<file path="src/pkg/decoder_regs.svh">
/*
 * Opcode values, opcode patterns, field positions and reset values of the
 * arithmetic, logic and string instruction decoder.
 * Assumes it is included by bare name into each design file that needs it.
 */
`ifndef DECODER_REGS_SVH
`define DECODER_REGS_SVH

// ****************************************************************
// Field positions in the opcode and address-form bytes
// ****************************************************************
`define W_BIT 0
`define DV_BIT 1
`define MOD_MSB 7
`define MOD_LSB 6
`define SEL_MSB 5
`define SEL_LSB 3
`define RM_MSB 2
`define RM_LSB 0
`define BYTE_SIGN 7
// Opcode bits that tell the logic and test forms apart
`define LOGIC_TEST_BIT 7
`define LOGIC_AND_BIT 5
`define LOGIC_XOR_BIT 4
`define LOGIC_OR_BIT 3

// ****************************************************************
// Address-form codes
// ****************************************************************
`define MOD_NODISP 2'h0
`define MOD_DISP8 2'h1
`define MOD_DISP16 2'h2
`define MOD_REG 2'h3
`define RM_DIRECT 3'h6

// ****************************************************************
// Exact opcodes
// ****************************************************************
`define OPC_ADJ_DIFF_ASCII 8'h3f
`define OPC_ADJ_DIFF_DEC 8'h2f
`define OPC_ADJ_PROD 8'hd4
`define OPC_ADJ_DIVIDEND 8'hd5
`define OPC_ADJ_BASE 8'h0a
`define OPC_BYTE_WORD 8'h98
`define OPC_WORD_DWORD 8'h99
`define OPC_EXIT_NEAR 8'hc3
`define OPC_EXIT_NEAR_POP 8'hc2
`define OPC_EXIT_FAR 8'hcb

// ****************************************************************
// Opcode patterns, ? marks the width and direction bits
// ****************************************************************
`define PAT_MULDIV 8'b1111011?
`define PAT_SHIFT 8'b110100??
`define PAT_LOGIC_IMM 8'b1000000?
`define PAT_AND_RM 8'b001000??
`define PAT_OR_RM 8'b000010??
`define PAT_XOR_RM 8'b001100??
`define PAT_TEST_RM 8'b1000010?
`define PAT_AND_ACC 8'b0010010?
`define PAT_OR_ACC 8'b0000110?
`define PAT_XOR_ACC 8'b0011010?
`define PAT_TEST_ACC 8'b1010100?
`define PAT_STR_COPY 8'b1010010?
`define PAT_STR_CMP 8'b1010011?
`define PAT_STR_LOAD 8'b1010110?
`define PAT_STR_STORE 8'b1010101?

// ****************************************************************
// Middle-field selectors and immediate lengths
// ****************************************************************
`define SEL_TEST 3'h0
`define SEL_UPROD 3'h4
`define SEL_SPROD 3'h5
`define SEL_UQUOT 3'h6
`define SEL_SQUOT 3'h7
`define SEL_ROL 3'h0
`define SEL_ROR 3'h1
`define SEL_RCL 3'h2
`define SEL_RCR 3'h3
`define SEL_SHL 3'h4
`define SEL_SHR 3'h5
`define SEL_SAR 3'h7
`define SEL_AND 3'h4
`define SEL_OR 3'h5
`define SEL_XOR 3'h6
`define IMM_NONE 2'h0
`define IMM_BYTE 2'h1
`define IMM_WORD 2'h2
`define DISP_NONE 2'h0
`define DISP_BYTE 2'h1
`define DISP_WORD 2'h2
`define RST_BYTE 8'h00
`define RST_WORD 16'h0000

`endif

</file>
<file path="src/pkg/decoder_pkg.sv">
/*
 * Types shared by the decoder modules: operation classes, opcode groups
 * and decoder states.
 * Assumes nothing of its surroundings.
 */
package decoder_pkg;
	typedef enum logic [4:0] {
		UNKNOWN = 5'b00000, ASCII_ADJUST_DIFFERENCE = 5'b00001,
		DECIMAL_ADJUST_DIFFERENCE = 5'b00010, UNSIGNED_PRODUCT = 5'b00011,
		SIGNED_PRODUCT = 5'b00100, UNSIGNED_QUOTIENT = 5'b00101,
		SIGNED_QUOTIENT = 5'b00110, ASCII_ADJUST_PRODUCT = 5'b00111,
		ASCII_ADJUST_DIVIDEND = 5'b01000, BYTE_TO_WORD_EXTEND = 5'b01001,
		WORD_TO_DWORD_EXTEND = 5'b01010, ROTATE_LEFT = 5'b01011,
		ROTATE_RIGHT = 5'b01100, ROTATE_CARRY_LEFT = 5'b01101,
		ROTATE_CARRY_RIGHT = 5'b01110, LEFT_SHIFT = 5'b01111,
		LOGICAL_RIGHT_SHIFT = 5'b10000, ARITH_RIGHT_SHIFT = 5'b10001,
		BIT_AND = 5'b10010, BIT_OR = 5'b10011, BIT_XOR = 5'b10100,
		BIT_TEST = 5'b10101, STRING_COPY = 5'b10110, STRING_COMPARE = 5'b10111,
		STRING_LOAD = 5'b11000, STRING_STORE = 5'b11001,
		EXIT_NEAR = 5'b11010, EXIT_NEAR_POP = 5'b11011, EXIT_FAR = 5'b11100
	} op_class_t;

	typedef enum logic [1:0] {
		GRP_NONE = 2'b00, GRP_MULDIV = 2'b01, GRP_SHIFT = 2'b10, GRP_LOGIC = 2'b11
	} grp_t;

	typedef enum logic [2:0] {
		S_OPCODE = 3'b000, S_MODRM = 3'b001, S_DISP_LO = 3'b010, S_DISP_HI = 3'b011,
		S_IMM_LO = 3'b100, S_IMM_HI = 3'b101, S_SECOND = 3'b110, S_HOLD = 3'b111
	} dec_state_t;
endpackage

</file>
<file path="src/hw/opcode_classify.sv">
/*
 * First-byte classifier: maps an opcode byte to its operation class, group,
 * the bytes that follow it and its width, direction and accumulator flags.
 * Assumes the caller samples the outputs only while the byte is an opcode.
 */
`timescale 1ns/1ps
`include "decoder_regs.svh"

module opcode_classify
	import decoder_pkg::*;
(
	input wire logic [7:0] opcode,
	output op_class_t cls,
	output grp_t grp,
	output logic needs_modrm,
	output logic second_fixed,
	output logic [1:0] imm_len,
	output logic wide,
	output logic dir_bit,
	output logic acc_op
);
	// ****************************************************************
	// Opcode table
	// ****************************************************************
	// Defaults stand for an opcode outside the decoded subset
	always_comb begin
		logic wsize;
		wsize = opcode[`W_BIT];
		cls = UNKNOWN;
		grp = GRP_NONE;
		needs_modrm = 1'b0;
		second_fixed = 1'b0;
		imm_len = `IMM_NONE;
		wide = wsize;
		dir_bit = 1'b0;
		acc_op = 1'b0;
		unique casez (opcode)
			`OPC_ADJ_DIFF_ASCII: cls = ASCII_ADJUST_DIFFERENCE;
			`OPC_ADJ_DIFF_DEC: cls = DECIMAL_ADJUST_DIFFERENCE;
			`OPC_ADJ_PROD: begin
				cls = ASCII_ADJUST_PRODUCT;
				second_fixed = 1'b1;
			end
			`OPC_ADJ_DIVIDEND: begin
				cls = ASCII_ADJUST_DIVIDEND;
				second_fixed = 1'b1;
			end
			`OPC_BYTE_WORD: acc_op = 1'b1;
			`OPC_WORD_DWORD: acc_op = 1'b1;
			`OPC_EXIT_NEAR: cls = EXIT_NEAR;
			`OPC_EXIT_NEAR_POP: begin
				cls = EXIT_NEAR_POP;
				imm_len = `IMM_WORD;
			end
			`OPC_EXIT_FAR: cls = EXIT_FAR;
			`PAT_MULDIV: begin
				grp = GRP_MULDIV;
				needs_modrm = 1'b1;
				imm_len = wsize ? `IMM_WORD : `IMM_BYTE;
			end
			`PAT_SHIFT: begin
				grp = GRP_SHIFT;
				needs_modrm = 1'b1;
			end
			`PAT_LOGIC_IMM: begin
				grp = GRP_LOGIC;
				needs_modrm = 1'b1;
				imm_len = wsize ? `IMM_WORD : `IMM_BYTE;
			end
			`PAT_AND_RM, `PAT_OR_RM, `PAT_XOR_RM, `PAT_TEST_RM: begin
				// XOR also has bit 5 set, so the XOR bit must be tested before AND is chosen
				cls = opcode[`LOGIC_TEST_BIT] ? BIT_TEST :
					(opcode[`LOGIC_XOR_BIT] ? BIT_XOR : (opcode[`LOGIC_OR_BIT] ? BIT_OR : BIT_AND));
				needs_modrm = 1'b1;
				dir_bit = opcode[`LOGIC_TEST_BIT] ? 1'b0 : opcode[`DV_BIT];
			end
			`PAT_AND_ACC, `PAT_OR_ACC, `PAT_XOR_ACC, `PAT_TEST_ACC: begin
				cls = opcode[`LOGIC_TEST_BIT] ? BIT_TEST :
					(opcode[`LOGIC_XOR_BIT] ? BIT_XOR : (opcode[`LOGIC_AND_BIT] ? BIT_AND : BIT_OR));
				imm_len = wsize ? `IMM_WORD : `IMM_BYTE;
				acc_op = 1'b1;
				dir_bit = 1'b1;
			end
			`PAT_STR_COPY: cls = STRING_COPY;
			`PAT_STR_CMP: cls = STRING_COMPARE;
			`PAT_STR_LOAD: begin
				cls = STRING_LOAD;
				acc_op = 1'b1;
				dir_bit = 1'b1;
			end
			`PAT_STR_STORE: begin
				cls = STRING_STORE;
				acc_op = 1'b1;
			end
			default: cls = UNKNOWN;
		endcase
		// Extend opcodes carry no width bit; source width is fixed
		if (opcode == `OPC_BYTE_WORD) begin
			cls = BYTE_TO_WORD_EXTEND;
		end
		if (opcode == `OPC_WORD_DWORD) begin
			cls = WORD_TO_DWORD_EXTEND;
		end
	end
endmodule

</file>
<file path="src/hw/modrm_length.sv">
/*
 * Address-form helper: number of displacement bytes after the address-form
 * byte, and whether the operand field names a register.
 * Assumes mod and rm come straight from the address-form byte.
 */
`timescale 1ns/1ps
`include "decoder_regs.svh"

module modrm_length (
	input wire logic [1:0] mod_in,
	input wire logic [2:0] rm_in,
	output logic [1:0] disp_len,
	output logic rm_is_reg
);
	// ****************************************************************
	// Displacement length
	// ****************************************************************
	// Direct address form hides a word displacement under mod 00
	always_comb begin
		rm_is_reg = (mod_in == `MOD_REG);
		unique case (mod_in)
			`MOD_NODISP: disp_len = (rm_in == `RM_DIRECT) ? `DISP_WORD : `DISP_NONE;
			`MOD_DISP8: disp_len = `DISP_BYTE;
			`MOD_DISP16: disp_len = `DISP_WORD;
			`MOD_REG: disp_len = `DISP_NONE;
		endcase
	end
endmodule

</file>
<file path="src/hw/arith_logic_string_decoder.sv">
/*
 * Instruction decoder for adjusts, multiply/divide, sign extension, shifts,
 * bitwise logic and test, string primitives and subroutine exit.
 * Assumes opcode bytes arrive in program order from the instruction queue
 * with a valid/ready handshake, and that the execution unit acknowledges a
 * decoded instruction with ex_ready.
 */
`timescale 1ns/1ps
`include "decoder_regs.svh"

module arith_logic_string_decoder
	import decoder_pkg::*;
(
	input wire logic clk,
	input wire logic rst,
	input wire logic q_valid,
	input wire logic [7:0] q_byte,
	output logic q_ready,
	input wire logic ex_ready,
	output logic dec_valid,
	output op_class_t op_class,
	output logic op_wide,
	output logic op_dir,
	output logic acc_op,
	output logic count_from_reg,
	output logic flags_only,
	output logic [1:0] mod_field,
	output logic [2:0] reg_field,
	output logic [2:0] rm_field,
	output logic rm_is_reg,
	output logic [15:0] disp_value,
	output logic [15:0] imm_value
);
	dec_state_t st_r, st_nxt;
	logic take;
	logic [7:0] opcode_r;
	grp_t grp_r;
	logic [1:0] imm_len_r, disp_len_r;
	op_class_t class_r;
	logic wide_r, dir_r, acc_r, count_r, flags_r, rm_reg_r;
	logic [1:0] mod_r;
	logic [2:0] sel_r, rm_r;
	logic [15:0] disp_r, imm_r;
	op_class_t c_cls, g_cls;
	grp_t c_grp;
	logic c_modrm, c_second, c_wide, c_dir, c_acc;
	logic [1:0] c_imm, m_disp, imm_after;
	logic m_reg;
	logic [2:0] sel_in;
	logic in_w;

	// ****************************************************************
	// Decode helpers
	// ****************************************************************
	// Class picked by the middle field of a grouped opcode
	function automatic op_class_t group_class(input grp_t g, input logic [2:0] sel);
		op_class_t c;
		c = UNKNOWN;
		unique case (g)
			GRP_MULDIV: case (sel)
				`SEL_TEST: c = BIT_TEST;
				`SEL_UPROD: c = UNSIGNED_PRODUCT;
				`SEL_SPROD: c = SIGNED_PRODUCT;
				`SEL_UQUOT: c = UNSIGNED_QUOTIENT;
				`SEL_SQUOT: c = SIGNED_QUOTIENT;
				default: c = UNKNOWN;
			endcase
			GRP_SHIFT: case (sel)
				`SEL_ROL: c = ROTATE_LEFT;
				`SEL_ROR: c = ROTATE_RIGHT;
				`SEL_RCL: c = ROTATE_CARRY_LEFT;
				`SEL_RCR: c = ROTATE_CARRY_RIGHT;
				`SEL_SHL: c = LEFT_SHIFT;
				`SEL_SHR: c = LOGICAL_RIGHT_SHIFT;
				`SEL_SAR: c = ARITH_RIGHT_SHIFT;
				default: c = UNKNOWN;
			endcase
			GRP_LOGIC: case (sel)
				`SEL_AND: c = BIT_AND;
				`SEL_OR: c = BIT_OR;
				`SEL_XOR: c = BIT_XOR;
				default: c = UNKNOWN;
			endcase
			GRP_NONE: c = UNKNOWN;
		endcase
		return c;
	endfunction

	// Only the test form of the multiply group, and the logic group, carry data
	function automatic logic [1:0] imm_for(input grp_t g, input logic [2:0] sel,
		input logic [1:0] len);
		return (g == GRP_SHIFT || (g == GRP_MULDIV && sel != `SEL_TEST)) ? `IMM_NONE : len;
	endfunction

	opcode_classify u_classify (
		.opcode(q_byte),
		.cls(c_cls),
		.grp(c_grp),
		.needs_modrm(c_modrm),
		.second_fixed(c_second),
		.imm_len(c_imm),
		.wide(c_wide),
		.dir_bit(c_dir),
		.acc_op(c_acc)
	);

	modrm_length u_modrm (
		.mod_in(q_byte[`MOD_MSB:`MOD_LSB]),
		.rm_in(q_byte[`RM_MSB:`RM_LSB]),
		.disp_len(m_disp),
		.rm_is_reg(m_reg)
	);

	// Queue is held off while a decoded instruction waits
	assign q_ready = (st_r != S_HOLD);
	assign take = q_valid && q_ready;
	assign sel_in = q_byte[`SEL_MSB:`SEL_LSB];
	assign in_w = q_byte[`W_BIT];
	assign g_cls = group_class(grp_r, sel_in);
	assign imm_after = imm_for(grp_r, sel_in, imm_len_r);

	// ****************************************************************
	// Byte sequencer
	// ****************************************************************
	// walk every byte before presenting, except after an unknown group code
	always_comb begin
		st_nxt = st_r;
		unique case (st_r)
			S_OPCODE: if (take) begin
				if (c_modrm) begin
					st_nxt = S_MODRM;
				end else if (c_second) begin
					st_nxt = S_SECOND;
				end else if (c_imm != `IMM_NONE) begin
					st_nxt = S_IMM_LO;
				end else begin
					st_nxt = S_HOLD;
				end
			end
			S_MODRM: if (take) begin
				// Unknown group code stops here; trailing bytes are not consumed
				if (grp_r != GRP_NONE && g_cls == UNKNOWN) begin
					st_nxt = S_HOLD;
				end else if (m_disp != `DISP_NONE) begin
					st_nxt = S_DISP_LO;
				end else if (imm_after != `IMM_NONE) begin
					st_nxt = S_IMM_LO;
				end else begin
					st_nxt = S_HOLD;
				end
			end
			S_DISP_LO: if (take) begin
				if (disp_len_r == `DISP_WORD) begin
					st_nxt = S_DISP_HI;
				end else begin
					st_nxt = (imm_len_r != `IMM_NONE) ? S_IMM_LO : S_HOLD;
				end
			end
			S_DISP_HI: if (take) begin
				st_nxt = (imm_len_r != `IMM_NONE) ? S_IMM_LO : S_HOLD;
			end
			S_IMM_LO: if (take) begin
				st_nxt = (imm_len_r == `IMM_WORD) ? S_IMM_HI : S_HOLD;
			end
			S_IMM_HI: if (take) begin
				st_nxt = S_HOLD;
			end
			S_SECOND: if (take) begin
				st_nxt = S_HOLD;
			end
			S_HOLD: if (ex_ready) begin
				st_nxt = S_OPCODE;
			end
		endcase
	end

	always_ff @(posedge clk) begin
		if (rst) begin
			st_r <= S_OPCODE;
		end else begin
			st_r <= st_nxt;
		end
	end

	// ****************************************************************
	// Opcode-level fields
	// ****************************************************************
	// width bit taken from the opcode
	always_ff @(posedge clk) begin
		if (rst) begin
			opcode_r <= `RST_BYTE;
			grp_r <= GRP_NONE;
			imm_len_r <= `IMM_NONE;
			wide_r <= 1'b0;
			dir_r <= 1'b0;
			acc_r <= 1'b0;
			count_r <= 1'b0;
		end else if (take && st_r == S_OPCODE) begin
			opcode_r <= q_byte;
			grp_r <= c_grp;
			imm_len_r <= c_imm;
			wide_r <= c_wide;
			dir_r <= c_dir;
			acc_r <= c_acc;
			count_r <= (c_grp == GRP_SHIFT) && q_byte[`DV_BIT];
		end else if (take && st_r == S_MODRM) begin
			imm_len_r <= imm_after;
		end
	end

	// ****************************************************************
	// Operation class
	// ****************************************************************
	// group field decode
	always_ff @(posedge clk) begin
		if (rst) begin
			class_r <= UNKNOWN;
			flags_r <= 1'b0;
		end else if (take && st_r == S_OPCODE) begin
			class_r <= c_cls;
			flags_r <= (c_cls == BIT_TEST);
		end else if (take && st_r == S_MODRM && grp_r != GRP_NONE) begin
			class_r <= g_cls;
			flags_r <= (g_cls == BIT_TEST);
		end else if (take && st_r == S_SECOND && q_byte != `OPC_ADJ_BASE) begin
			// second byte must be the base
			class_r <= UNKNOWN;
		end
	end

	// ****************************************************************
	// Address-form, displacement and immediate
	// ****************************************************************
	always_ff @(posedge clk) begin
		if (rst || (take && st_r == S_OPCODE)) begin
			mod_r <= `MOD_NODISP;
			sel_r <= `SEL_TEST;
			rm_r <= `SEL_TEST;
			rm_reg_r <= 1'b0;
			disp_len_r <= `DISP_NONE;
		end else if (take && st_r == S_MODRM) begin
			mod_r <= q_byte[`MOD_MSB:`MOD_LSB];
			sel_r <= sel_in;
			rm_r <= q_byte[`RM_MSB:`RM_LSB];
			rm_reg_r <= m_reg;
			disp_len_r <= m_disp;
		end
	end

	// Short displacement is sign-extended; immediates are zero-extended
	always_ff @(posedge clk) begin
		if (rst || (take && st_r == S_OPCODE)) begin
			disp_r <= `RST_WORD;
			imm_r <= `RST_WORD;
		end else if (take) begin
			unique case (st_r)
				S_DISP_LO: disp_r <= {{8{q_byte[`BYTE_SIGN]}}, q_byte};
				S_DISP_HI: disp_r[15:8] <= q_byte;
				S_IMM_LO: imm_r <= {`RST_BYTE, q_byte};
				S_IMM_HI: imm_r[15:8] <= q_byte;
				default: imm_r <= imm_r;
			endcase
		end
	end

	assign dec_valid = (st_r == S_HOLD);
	assign op_class = class_r;
	assign op_wide = wide_r;
	assign op_dir = dir_r;
	assign acc_op = acc_r;
	assign count_from_reg = count_r;
	assign flags_only = flags_r;
	assign mod_field = mod_r;
	assign reg_field = sel_r;
	assign rm_field = rm_r;
	assign rm_is_reg = rm_reg_r;
	assign disp_value = disp_r;
	assign imm_value = imm_r;
endmodule

</file>
<file path="config.mk">
export PLATFORM = sky130hd
export DESIGN_NAME = arith_logic_string_decoder
export DESIGN_NICKNAME = d
export VERILOG_FILES = /design/src/pkg/decoder_pkg.sv /design/src/hw/opcode_classify.sv /design/src/hw/modrm_length.sv /design/src/hw/arith_logic_string_decoder.sv
export VERILOG_INCLUDE_DIRS = /design/src /design/src/pkg
export SDC_FILE = /design/constraint.sdc
export NUM_CORES = 1
export LEC_CHECK = 0
export ABC_CLOCK_PERIOD_IN_PS = 2620
export BUFFER_PORTS_ARGS = -buffer_cell sky130_fd_sc_hd__buf_2
export CAP_MARGIN = 40
export CORE_MARGIN = 5
export CORE_UTILIZATION = 55
export CTS_CLUSTER_DIAMETER = 100
export DETAILED_ROUTE_END_ITERATION = 7
export GPL_ROUTABILITY_DRIVEN = 1
export PLACE_DENSITY = 0.8
export SYNTH_ARGS = -nofsm -noshare
export SYNTH_HDL_FRONTEND = slang
export SYNTH_SLANG_ARGS = --single-unit
</file>
<file path="constraint.sdc">
create_clock -name clk -period 2.62 [get_ports clk]
set_input_delay 0.262 -clock clk [delete_from_list [all_inputs] [get_ports clk]]
set_output_delay 0.262 -clock clk [all_outputs]
set_load 0.05 [all_outputs]
</file>
==> impl_metrics.env, run 1 <==
export IMPL_synthArstFlopShare=0
export IMPL_num_nets_final=509
export IMPL_synth_area_um2=3280
export IMPL_clkTransAtPathRegs_ns=0.07
export IMPL_critPathMaxFanout=14
export IMPL_vias_per_cell=6.31
export IMPL_drc=0
export IMPL_insertion_delay_ns=0.35
export IMPL_post_cts_buffers=0
export IMPL_timing_final_crit_period_ns=2.17
export IMPL_drt_initial_drc_count=514
export IMPL_grt_setup_unrepaired="no"
export IMPL_p_seq_frac=0.420
export IMPL_p_leak_nw=1.49
export IMPL_ys_flop_type="dfxtp_1"
export IMPL_placedCellCount=561
export IMPL_wl_mm=9.86
export IMPL_row_count=28
export IMPL_whs_path_depth=3
export IMPL_ys_warn_count=0
export IMPL_critPathCaptureType="register"
export IMPL_cp_start_kind="register"
export IMPL_antenna_found_initial=0
export IMPL_numCtsBuffers=9
export IMPL_antenna_cells=0
export IMPL_fp_dieW_um=87.2
export IMPL_clock_tree_root_cell="clkbuf_8"
export IMPL_worstReg2RegEnd="flags_only$_SDFFE_PP0P_"
export IMPL_synth_seq_area_share=0.367
export IMPL_hold_slack_ns=0.270
export IMPL_crit_type="reg -> reg"
export IMPL_endpoint="flags_only$_SDFFE_PP0P_"
export IMPL_multi_input_area_um2=1880
export IMPL_status="completed"
export IMPL_die_h_um=87.2
export IMPL_slew_headroom=0.555
export IMPL_hp_class="in -> reg"
export IMPL_grt_pass1_wl_mm=15.6
export IMPL_synthCells=450
export IMPL_dp_hpwl_mm=6.86
export IMPL_p_per_area_nw_per_um2=602
export IMPL_comb_power_share=0.219
export IMPL_synth_nets=462
export IMPL_core_area_um2=5850
export IMPL_setup_viol=0
export IMPL_cts_num_sinks=60
export IMPL_pre_cts_slack_ns=0.263
export IMPL_ys_types=58
export IMPL_power_mw=2.31
export IMPL_internal_power_mw=1.53
export IMPL_syn_to_final_growth_pct=17.0
export IMPL_clock_path_buffers=2
export IMPL_startpoint="st_r[0]$_SDFFE_PP0P_"
export IMPL_reg2reg_depth=6
export IMPL_tns_ns=0
export IMPL_clock_power_share=0.361
export IMPL_grt_pass1_vias=3098
export IMPL_setup_slack_ns=0.451
export IMPL_power_switching_mw=0.778
export IMPL_dieArea_um2=7600
export IMPL_ys_ff_latch=60
export IMPL_design_area_um2=3830
export IMPL_synth_area_per_cell_um2=7.28
export IMPL_cts_hold_buf=0
export IMPL_first_pass_iters=5
export IMPL_port_buffers=64
export IMPL_register_area_um2=1200
export IMPL_post_route_util=0.655
export IMPL_start_util=0.560
export IMPL_num_vias=3639
export IMPL_antenna_left=0
export IMPL_postPlaceCellArea_um2=3640
export IMPL_grt_usage=0.264
export IMPL_fmax_mhz=461
export IMPL_fin_crit_sh=0.828
export IMPL_timing_rr_start="st_r[0]$_SDFFE_PP0P_"
export IMPL_cts_tree="yes"
export IMPL_cap_violations=0
export IMPL_cp_required_ns=2.87
export IMPL_synth_edff_count=0
export IMPL_skew_ns=0.00768
export IMPL_r2r_setup_slack_ns=0.45
export IMPL_instances_no_fill=577
export IMPL_finalMaxSlewViolations=0
export IMPL_htree_levels=3
export IMPL_post_cts_resized=0
export IMPL_ir_drop_mv=0.425
export IMPL_drive_gt1_frac=0.207
export IMPL_worst_slew_pin_slew_ns=0.659
export IMPL_hold_viol=0
export IMPL_grt_ovfl_total=0
export IMPL_switching_share=0.337
export IMPL_arrival_ns=2.42
export IMPL_num_io_pins=65
export IMPL_drt_wirelength_per_cell_um=17.1
export IMPL_hold_start="q_valid"
export IMPL_place_gp_congestion=0.937
export IMPL_fillers=534
export IMPL_grt_max_degree=44
routing by layer:
| layer | global-route usage | share of wire | vias up |
|---|---|---|---|
| li1 | - | - | 1716 |
| met1 | 0.348 | 0.40 | 1665 |
| met2 | 0.408 | 0.46 | 224 |
| met3 | 0.0700 | 0.11 | 34 |
| met4 | 0.114 | 0.029 | 0 |
| met5 | 0 | 0 | - |
cells in the mapped netlist (2+ instances only):
master    number  area [um2]
a211oi_1       4        30.0
a21o_1         2        15.0
a21oi_1       58         290
a22oi_1        2        15.0
a311oi_1      10        87.6
a31oi_1       15        93.8
a32oi_1        2        17.5
and2_1         3        18.8
and4b_1        2        20.0
buf_1          6        22.5
buf_2          5        25.0
clkbuf_1      34         128
dfxtp_1       60        1200
inv_1          5        18.8
mux2i_1        2        20.0
nand2_1       79         297
nand2b_1       8        50.1
nand3_1       22         110
nand3b_1       6        45.0
nand4_1        9        56.3
nor2_1        35         131
nor2b_1        3        18.8
nor3_1        12        60.1
nor3b_1        4        30.0
nor4bb_1       4        40.0
o211a_1        3        30.0
o211ai_1       3        22.5
o21a_1         3        22.5
o21ai_0       14        70.1
o221ai_1       2        17.5
o22ai_1        2        12.5
or2_2          2        12.5
or3_1          4        25.0
area by class of cell:
type | instances | share of cell area
multi-input cells | 339 | 0.490
flip-flops and latches | 60 | 0.313
repair buffers | 81 | 0.117
clock buffers | 10 | 0.0333
well taps | 75 | 0.0245
clock inverters | 6 | 0.0166
inverters | 6 | 0.00587
power by group through the flow:
stage               combinational [mW]  sequential [mW]  clock, mW
floorplan                        0.274             1.08          0
global placement                 0.494            0.990          0
detailed placement               0.495            0.991          0
CTS                              0.497            0.971      0.840
global route                     0.542            0.975      0.887
finish                           0.506            0.970      0.832
worst min-delay path by stage:
stage	end	slack, ns
after CTS	st_r[2]$_SDFFE_PP0P_	0.26
after global placement	disp_value[5]$_SDFFE_PP0P_	0.44
final	st_r[2]$_SDFFE_PP0P_	0.27
after global routing	st_r[1]$_SDFFE_PP0P_	0.27
after floorplan	disp_len_r[0]$_SDFFE_PP0P_	0.43
after detailed placement	op_class[0]$_SDFFE_PP0P_	0.44
worst max-delay path, cell delays in order (launching register included):
cell and delay, ns:
dfxtp_1 0.36, or4b_4 0.66, a31oi_1 0.23, o21ai_1 0.10, o21a_1 0.20, or2_1 0.24
o41ai_2 0.30
cell usage in the layout (no fill, tap or decap), types with 8 or more instances in the layout:
cell type  synthesis  routed
nor2_1            35      35
a31oi_1           15      15
nand4_1            9       9
dfxtp_1           60      60
nand3_1           22      22
nand2b_1           8       8
a21oi_1           58      58
nand2_1           79      79
a311oi_1          10      10
clkbuf_8           0       9
buf_4              0      17
o21ai_0           14      14
nor3_1            12      12
buf_2              5      64
cell families after synthesis:
group                     share of synthesized area
AOI/OAI and AO/OA                             0.252
xor gates and xnor gates                    0.00267
buffers and inverters                        0.0603
DFF                                           0.367
muxes                                       0.00955
and+or+nand+nor                               0.309
(Power assumes the default switching activity.)
==> run 2: changes to the inputs <==
--- a/config.mk
+++ b/config.mk
@@ -6,7 +6,7 @@
 export SDC_FILE = /design/constraint.sdc
 export NUM_CORES = 1
 export LEC_CHECK = 0
-export ABC_CLOCK_PERIOD_IN_PS = 2620
+export ABC_CLOCK_PERIOD_IN_PS = 2050
 export BUFFER_PORTS_ARGS = -buffer_cell sky130_fd_sc_hd__buf_2
 export CAP_MARGIN = 40
 export CORE_MARGIN = 5
==> constraint.sdc (replaced) <==
create_clock -name clk -period 2.05 [get_ports clk]
set_input_delay 0.205 -clock clk [delete_from_list [all_inputs] [get_ports clk]]
set_output_delay 0.205 -clock clk [all_outputs]
set_load 0.05 [all_outputs]
==> run 2 against run 1 <==
Sequential share of layout area is 3.4 points lower. Clock power is 47% higher. Core utilization up 8.1 points. Sequential cell count unchanged. Register-to-register slack lost 0.44 ns. Die area is the same. Combinational power up 50%. Via count is 4.3% higher. First-iteration DRC count shrank 25%. Power rose by 40%.
==> impl_metrics.env, run 2 (synthesis gave the netlist of run 1 again) <==
export IMPL_fp_dieW_um=87.2
export IMPL_fmax_mhz=492
export IMPL_reg2reg_depth=6
export IMPL_cp_required_ns=2.31
export IMPL_dp_hpwl_mm=8.00
export IMPL_syn_to_final_growth_pct=31.5
export IMPL_drt_initial_drc_count=388
export IMPL_row_count=28
export IMPL_num_io_pins=65
export IMPL_p_per_area_nw_per_um2=748
export IMPL_cp_start_kind="register"
export IMPL_grt_busiest_layer="met2"
export IMPL_slew_headroom=0.662
export IMPL_drc=0
export IMPL_ir_drop_mv=0.606
export IMPL_clock_path_buffers=2
export IMPL_setup_viol=0
export IMPL_clock_tree_root_cell="clkbuf_8"
export IMPL_antenna_found_initial=0
export IMPL_grt_usage=0.291
export IMPL_num_vias=3797
export IMPL_grt_use_met3=0.0530
export IMPL_port_buffers=64
export IMPL_arrival_ns=2.29
export IMPL_placedCellCount=611
export IMPL_drt_wirelength_per_cell_um=17.3
export IMPL_grt_setup_unrepaired="yes"
export IMPL_grt_ovfl_total=0
export IMPL_cts_tree="yes"
export IMPL_layout_commonest_cell="nand2_1"
export IMPL_cts_num_sinks=60
export IMPL_hold_slack_ns=0.237
export IMPL_layout_common_cells="nand2_1, buf_2, buf_4, dfxtp_1, a21oi_1"
export IMPL_skew_ns=0.0101
export IMPL_hold_viol=0
export IMPL_met1_usage=0.368
export IMPL_crit_type="reg -> reg"
export IMPL_antenna_left=0
export IMPL_vias_per_cell=6.06
export IMPL_cts_hold_buf=0
export IMPL_insertion_delay_ns=0.34
export IMPL_whs_path_depth=3
export IMPL_wl_mm=10.8
export IMPL_hp_class="in -> reg"
export IMPL_num_nets_final=559
export IMPL_grt_max_degree=25
export IMPL_power_mw=3.22
export IMPL_worstReg2RegEnd="flags_only$_SDFFE_PP0P_"
export IMPL_finalMaxSlewViolations=0
export IMPL_critPathMaxFanout=5
export IMPL_instances_no_fill=627
export IMPL_start_util=0.560
export IMPL_cap_violations=0
export IMPL_status="completed"
export IMPL_clkTransAtPathRegs_ns=0.08
export IMPL_fin_crit_sh=0.992
export IMPL_grt_pass1_vias=3529
export IMPL_antenna_cells=0
export IMPL_drive_gt1_frac=0.292
export IMPL_p_leak_nw=1.76
export IMPL_grtUsageMet2=0.482
export IMPL_timing_rr_start="st_r[0]$_SDFFE_PP0P_"
export IMPL_critPathCaptureType="register"
export IMPL_post_route_util=0.737
export IMPL_numCtsBuffers=9
export IMPL_htree_levels=3
export IMPL_core_area_um2=5850
export IMPL_timing_final_crit_period_ns=2.03
export IMPL_die_h_um=87.2
export IMPL_r2r_setup_slack_ns=0.02
export IMPL_post_cts_buffers=0
export IMPL_place_gp_congestion=0.997
export IMPL_worst_slew_pin_slew_ns=0.505
export IMPL_dieArea_um2=7600
export IMPL_holdPathEnd="op_wide$_SDFFE_PP0P_"
export IMPL_first_pass_iters=5
export IMPL_grt_pass1_wl_mm=17.3
export IMPL_hold_start="q_byte[0]"
run 2: area by class of cell:
| cell class | instances | area [um2] |
|---|---|---|
| clock inverter | 7 | 98.8 |
| fill | 465 | 1540 |
| multi-input combinational | 339 | 1910 |
| tap | 75 | 93.8 |
| clock buffer | 9 | 124 |
| timing repair buffer | 131 | 852 |
| inverter | 6 | 26.3 |
| sequential | 60 | 1200 |
run 2: report_power, final:
group / internal [mW] / total [mW] / switching [mW] / leakage, nW
Sequential: 1.21 / 1.24 / 0.0301 / 0.486
Clock: 0.692 / 1.22 / 0.531 / 0.110
Combinational: 0.266 / 0.760 / 0.493 / 1.16
run 2: worst max-delay path, cell delays in order (launching register included):
cell	delay (ns)
dfxtp_1	0.35
or4b_4	0.53
a31oi_2	0.18
o21ai_1	0.12
o21a_1	0.21
or2_1	0.24
o41ai_2	0.31
run 2: worst max-delay path by stage:
stage	from	end	slack [ns]	depth (start not counted)
final	st_r[0]$_SDFFE_PP0P_	flags_only$_SDFFE_PP0P_	0.02	6
after global routing	st_r[2]$_SDFFE_PP0P_	flags_only$_SDFFE_PP0P_	-0.07	8
after CTS	st_r[0]$_SDFFE_PP0P_	flags_only$_SDFFE_PP0P_	0.0009	6
after detailed placement	q_byte[7]	flags_only$_SDFFE_PP0P_	-0.04	7
after global placement	q_byte[2]	st_r[0]$_SDFFE_PP0P_	-0.05	8
after floorplan	st_r[2]$_SDFFE_PP0P_	flags_only$_SDFFE_PP0P_	0.08	6
run 2: metal layers:
| layer | up-vias | wire, um |
|---|---|---|
| met5 | - | 0 |
| met3 | 32 | 830 |
| met1 | 1779 | 4550 |
| met2 | 173 | 5150 |
| met4 | 0 | 314 |
| li1 | 1813 | - |
run 2: repair_timing:
action,4_1_cts,5_1_grt
gates cloned,0,0
pin swaps,0,0
setup endpoints to repair,1,3
resized for setup,1,4
run 2: metrics by stage:
stage | TNS [ns] | instance area [um2] | worst slack (ns)
finish | 0 | 4310 | 0.0163
global route | -0.0780 | 4310 | -0.0667
CTS | 0 | 4290 | 0.000894
detailed placement | -0.0401 | 4060 | -0.0401
global placement | -0.0578 | 4060 | -0.0501
floorplan | 0 | 3290 | 0.0803
==> run 3: changes to the inputs <==
==> constraint.sdc (replaced) <==
create_clock -name clk -period 2.05 [get_ports clk]
set_input_delay 0.41 -clock clk [delete_from_list [all_inputs] [get_ports clk]]
set_output_delay 0.41 -clock clk [all_outputs]
set_load 0.05 [all_outputs]
==> run 3 against run 2 <==
Sequential share of layout area shrank 1.7 points. Cell area up 6.5%. Power grew 1.9%. First-iteration DRC count is 20% lower. Sequential cell count stayed put. Via count grew 3.6%. Critical path depth is the same. Die area is the same. Combinational power grew 8.6%. Global-route usage up 1.6 points. Clock skew is 0.00055 ns lower. Sequential power barely moved. Highest routed layer unchanged.
==> impl_metrics.env, run 3 (synthesis gave the netlist of run 1 again) <==
export IMPL_status="completed"
export IMPL_drive_gt1_frac=0.334
export IMPL_antenna_found_initial=0
export IMPL_htree_levels=3
export IMPL_register_area_um2=1200
export IMPL_multi_input_area_um2=1920
export IMPL_hp_class="reg -> reg"
export IMPL_critPathCaptureType="register"
export IMPL_port_buffers=64
export IMPL_fillers=440
export IMPL_p_per_area_nw_per_um2=716
export IMPL_layout_commonest_cell="buf_4"
export IMPL_dp_hpwl_mm=8.45
export IMPL_hold_slack_ns=0.449
export IMPL_fin_crit_sh=0.999
export IMPL_fp_dieW_um=87.2
export IMPL_cts_num_sinks=60
export IMPL_grt_max_degree=25
export IMPL_num_io_pins=65
export IMPL_numCtsBuffers=9
export IMPL_row_count=28
export IMPL_p_leak_nw=1.93
export IMPL_slew_headroom=0.635
export IMPL_dieArea_um2=7600
export IMPL_arrival_ns=2.29
export IMPL_crit_type="reg -> reg"
export IMPL_place_gp_congestion=1.00
export IMPL_ir_drop_mv=0.752
export IMPL_clkTransAtPathRegs_ns=0.08
export IMPL_skew_ns=0.00950
export IMPL_num_nets_final=594
export IMPL_clock_path_buffers=2
export IMPL_cap_violations=0
export IMPL_layout_common_cells="buf_4, nand2_1, buf_2, dfxtp_1, a21oi_1"
export IMPL_hold_viol=0
export IMPL_finalMaxSlewViolations=0
export IMPL_drc=0
export IMPL_grt_usage=0.308
export IMPL_setup_viol=0
export IMPL_worst_slew_pin_slew_ns=0.548
export IMPL_grt_pass1_wl_mm=18.3
export IMPL_fmax_mhz=488
export IMPL_post_cts_buffers=0
export IMPL_cts_tree="yes"
export IMPL_cp_required_ns=2.30
export IMPL_grt_setup_unrepaired="yes"
export IMPL_core_area_um2=5850
export IMPL_drt_wirelength_per_cell_um=17.4
export IMPL_vias_per_cell=5.94
export IMPL_grt_pass1_vias=3727
export IMPL_cp_start_kind="register"
export IMPL_power_mw=3.29
export IMPL_antenna_cells=0
export IMPL_antenna_left=0
export IMPL_wl_mm=11.5
export IMPL_num_vias=3932
export IMPL_first_pass_iters=5
export IMPL_die_h_um=87.2
export IMPL_grt_ovfl_total=0
export IMPL_start_util=0.560
export IMPL_syn_to_final_growth_pct=40.0
export IMPL_timing_final_crit_period_ns=2.05
export IMPL_critPathMaxFanout=4
export IMPL_insertion_delay_ns=0.34
export IMPL_drt_initial_drc_count=309
export IMPL_clock_tree_root_cell="clkbuf_8"
run 3: power by group:
part | internal [mW] | switching, mW
Sequential | 1.21 | 0.0328
Combinational | 0.310 | 0.515
Clock | 0.690 | 0.527
run 3: path summary, 6_finish.rpt:
| path | start | to | slack (ns) | cells after the start |
|---|---|---|---|---|
| worst max-delay path | st_r[2]$_SDFFE_PP0P_ | flags_only$_SDFFE_PP0P_ | 0.002 | 6 |
| worst max register to register | st_r[2]$_SDFFE_PP0P_ | flags_only$_SDFFE_PP0P_ | 0.002 | 6 |
| worst min-delay path | disp_value[7]$_SDFFE_PP0P_ | disp_value[7]$_SDFFE_PP0P_ | 0.45 | 2 |
| worst min register to register | disp_value[7]$_SDFFE_PP0P_ | disp_value[7]$_SDFFE_PP0P_ | 0.45 | 2 |
run 3: what timing repair did:
| item | CTS | global route |
|---|---|---|
| endpoints found under the setup margin | 0 | 3 |
| hold buffers | 0 | 0 |
| resized for setup | 0 | 6 |
run 3: final cells by class:
type / instances / share of cell area
Tap cell: 75 / 0.0205
Clock inverter: 7 / 0.0215
Inverter: 6 / 0.00573
Clock buffer: 9 / 0.0270
Multi-Input combinational cell: 339 / 0.419
Timing Repair Buffer: 166 / 0.245
Sequential cell: 60 / 0.262
run 3: per-layer routing:
| metal | routed length (um) | global-route usage | up-vias |
|---|---|---|---|
| met5 | 0 | 0 | - |
| met4 | 411 | 0.139 | 0 |
| met3 | 853 | 0.0643 | 37 |
| met2 | 5480 | 0.511 | 196 |
| met1 | 4780 | 0.382 | 1818 |
| li1 | - | - | 1881 |
run 3: per-stage QoR:
step           TNS [ns]  utilization  setup WS (ns)  cell area (um2)  cells
6_report              0        0.784        0.00165             4590    662
3_3_place_gp     -0.896        0.741         -0.216             4340    646
2_1_floorplan         0            -         0.0230             3290    450
4_1_cts               0        0.779        0.00517             4560    662
3_5_place_dp      -1.07        0.741         -0.268             4340    646
5_1_grt          -0.399        0.784         -0.174             4590    662
run 3: critical path, stage by stage, from the launching register on:
cell	delay, ns
dfxtp_1	0.37
or4b_4	0.58
a31oi_4	0.18
o21ai_2	0.09
o21a_1	0.19
or2_1	0.24
o41ai_2	0.32
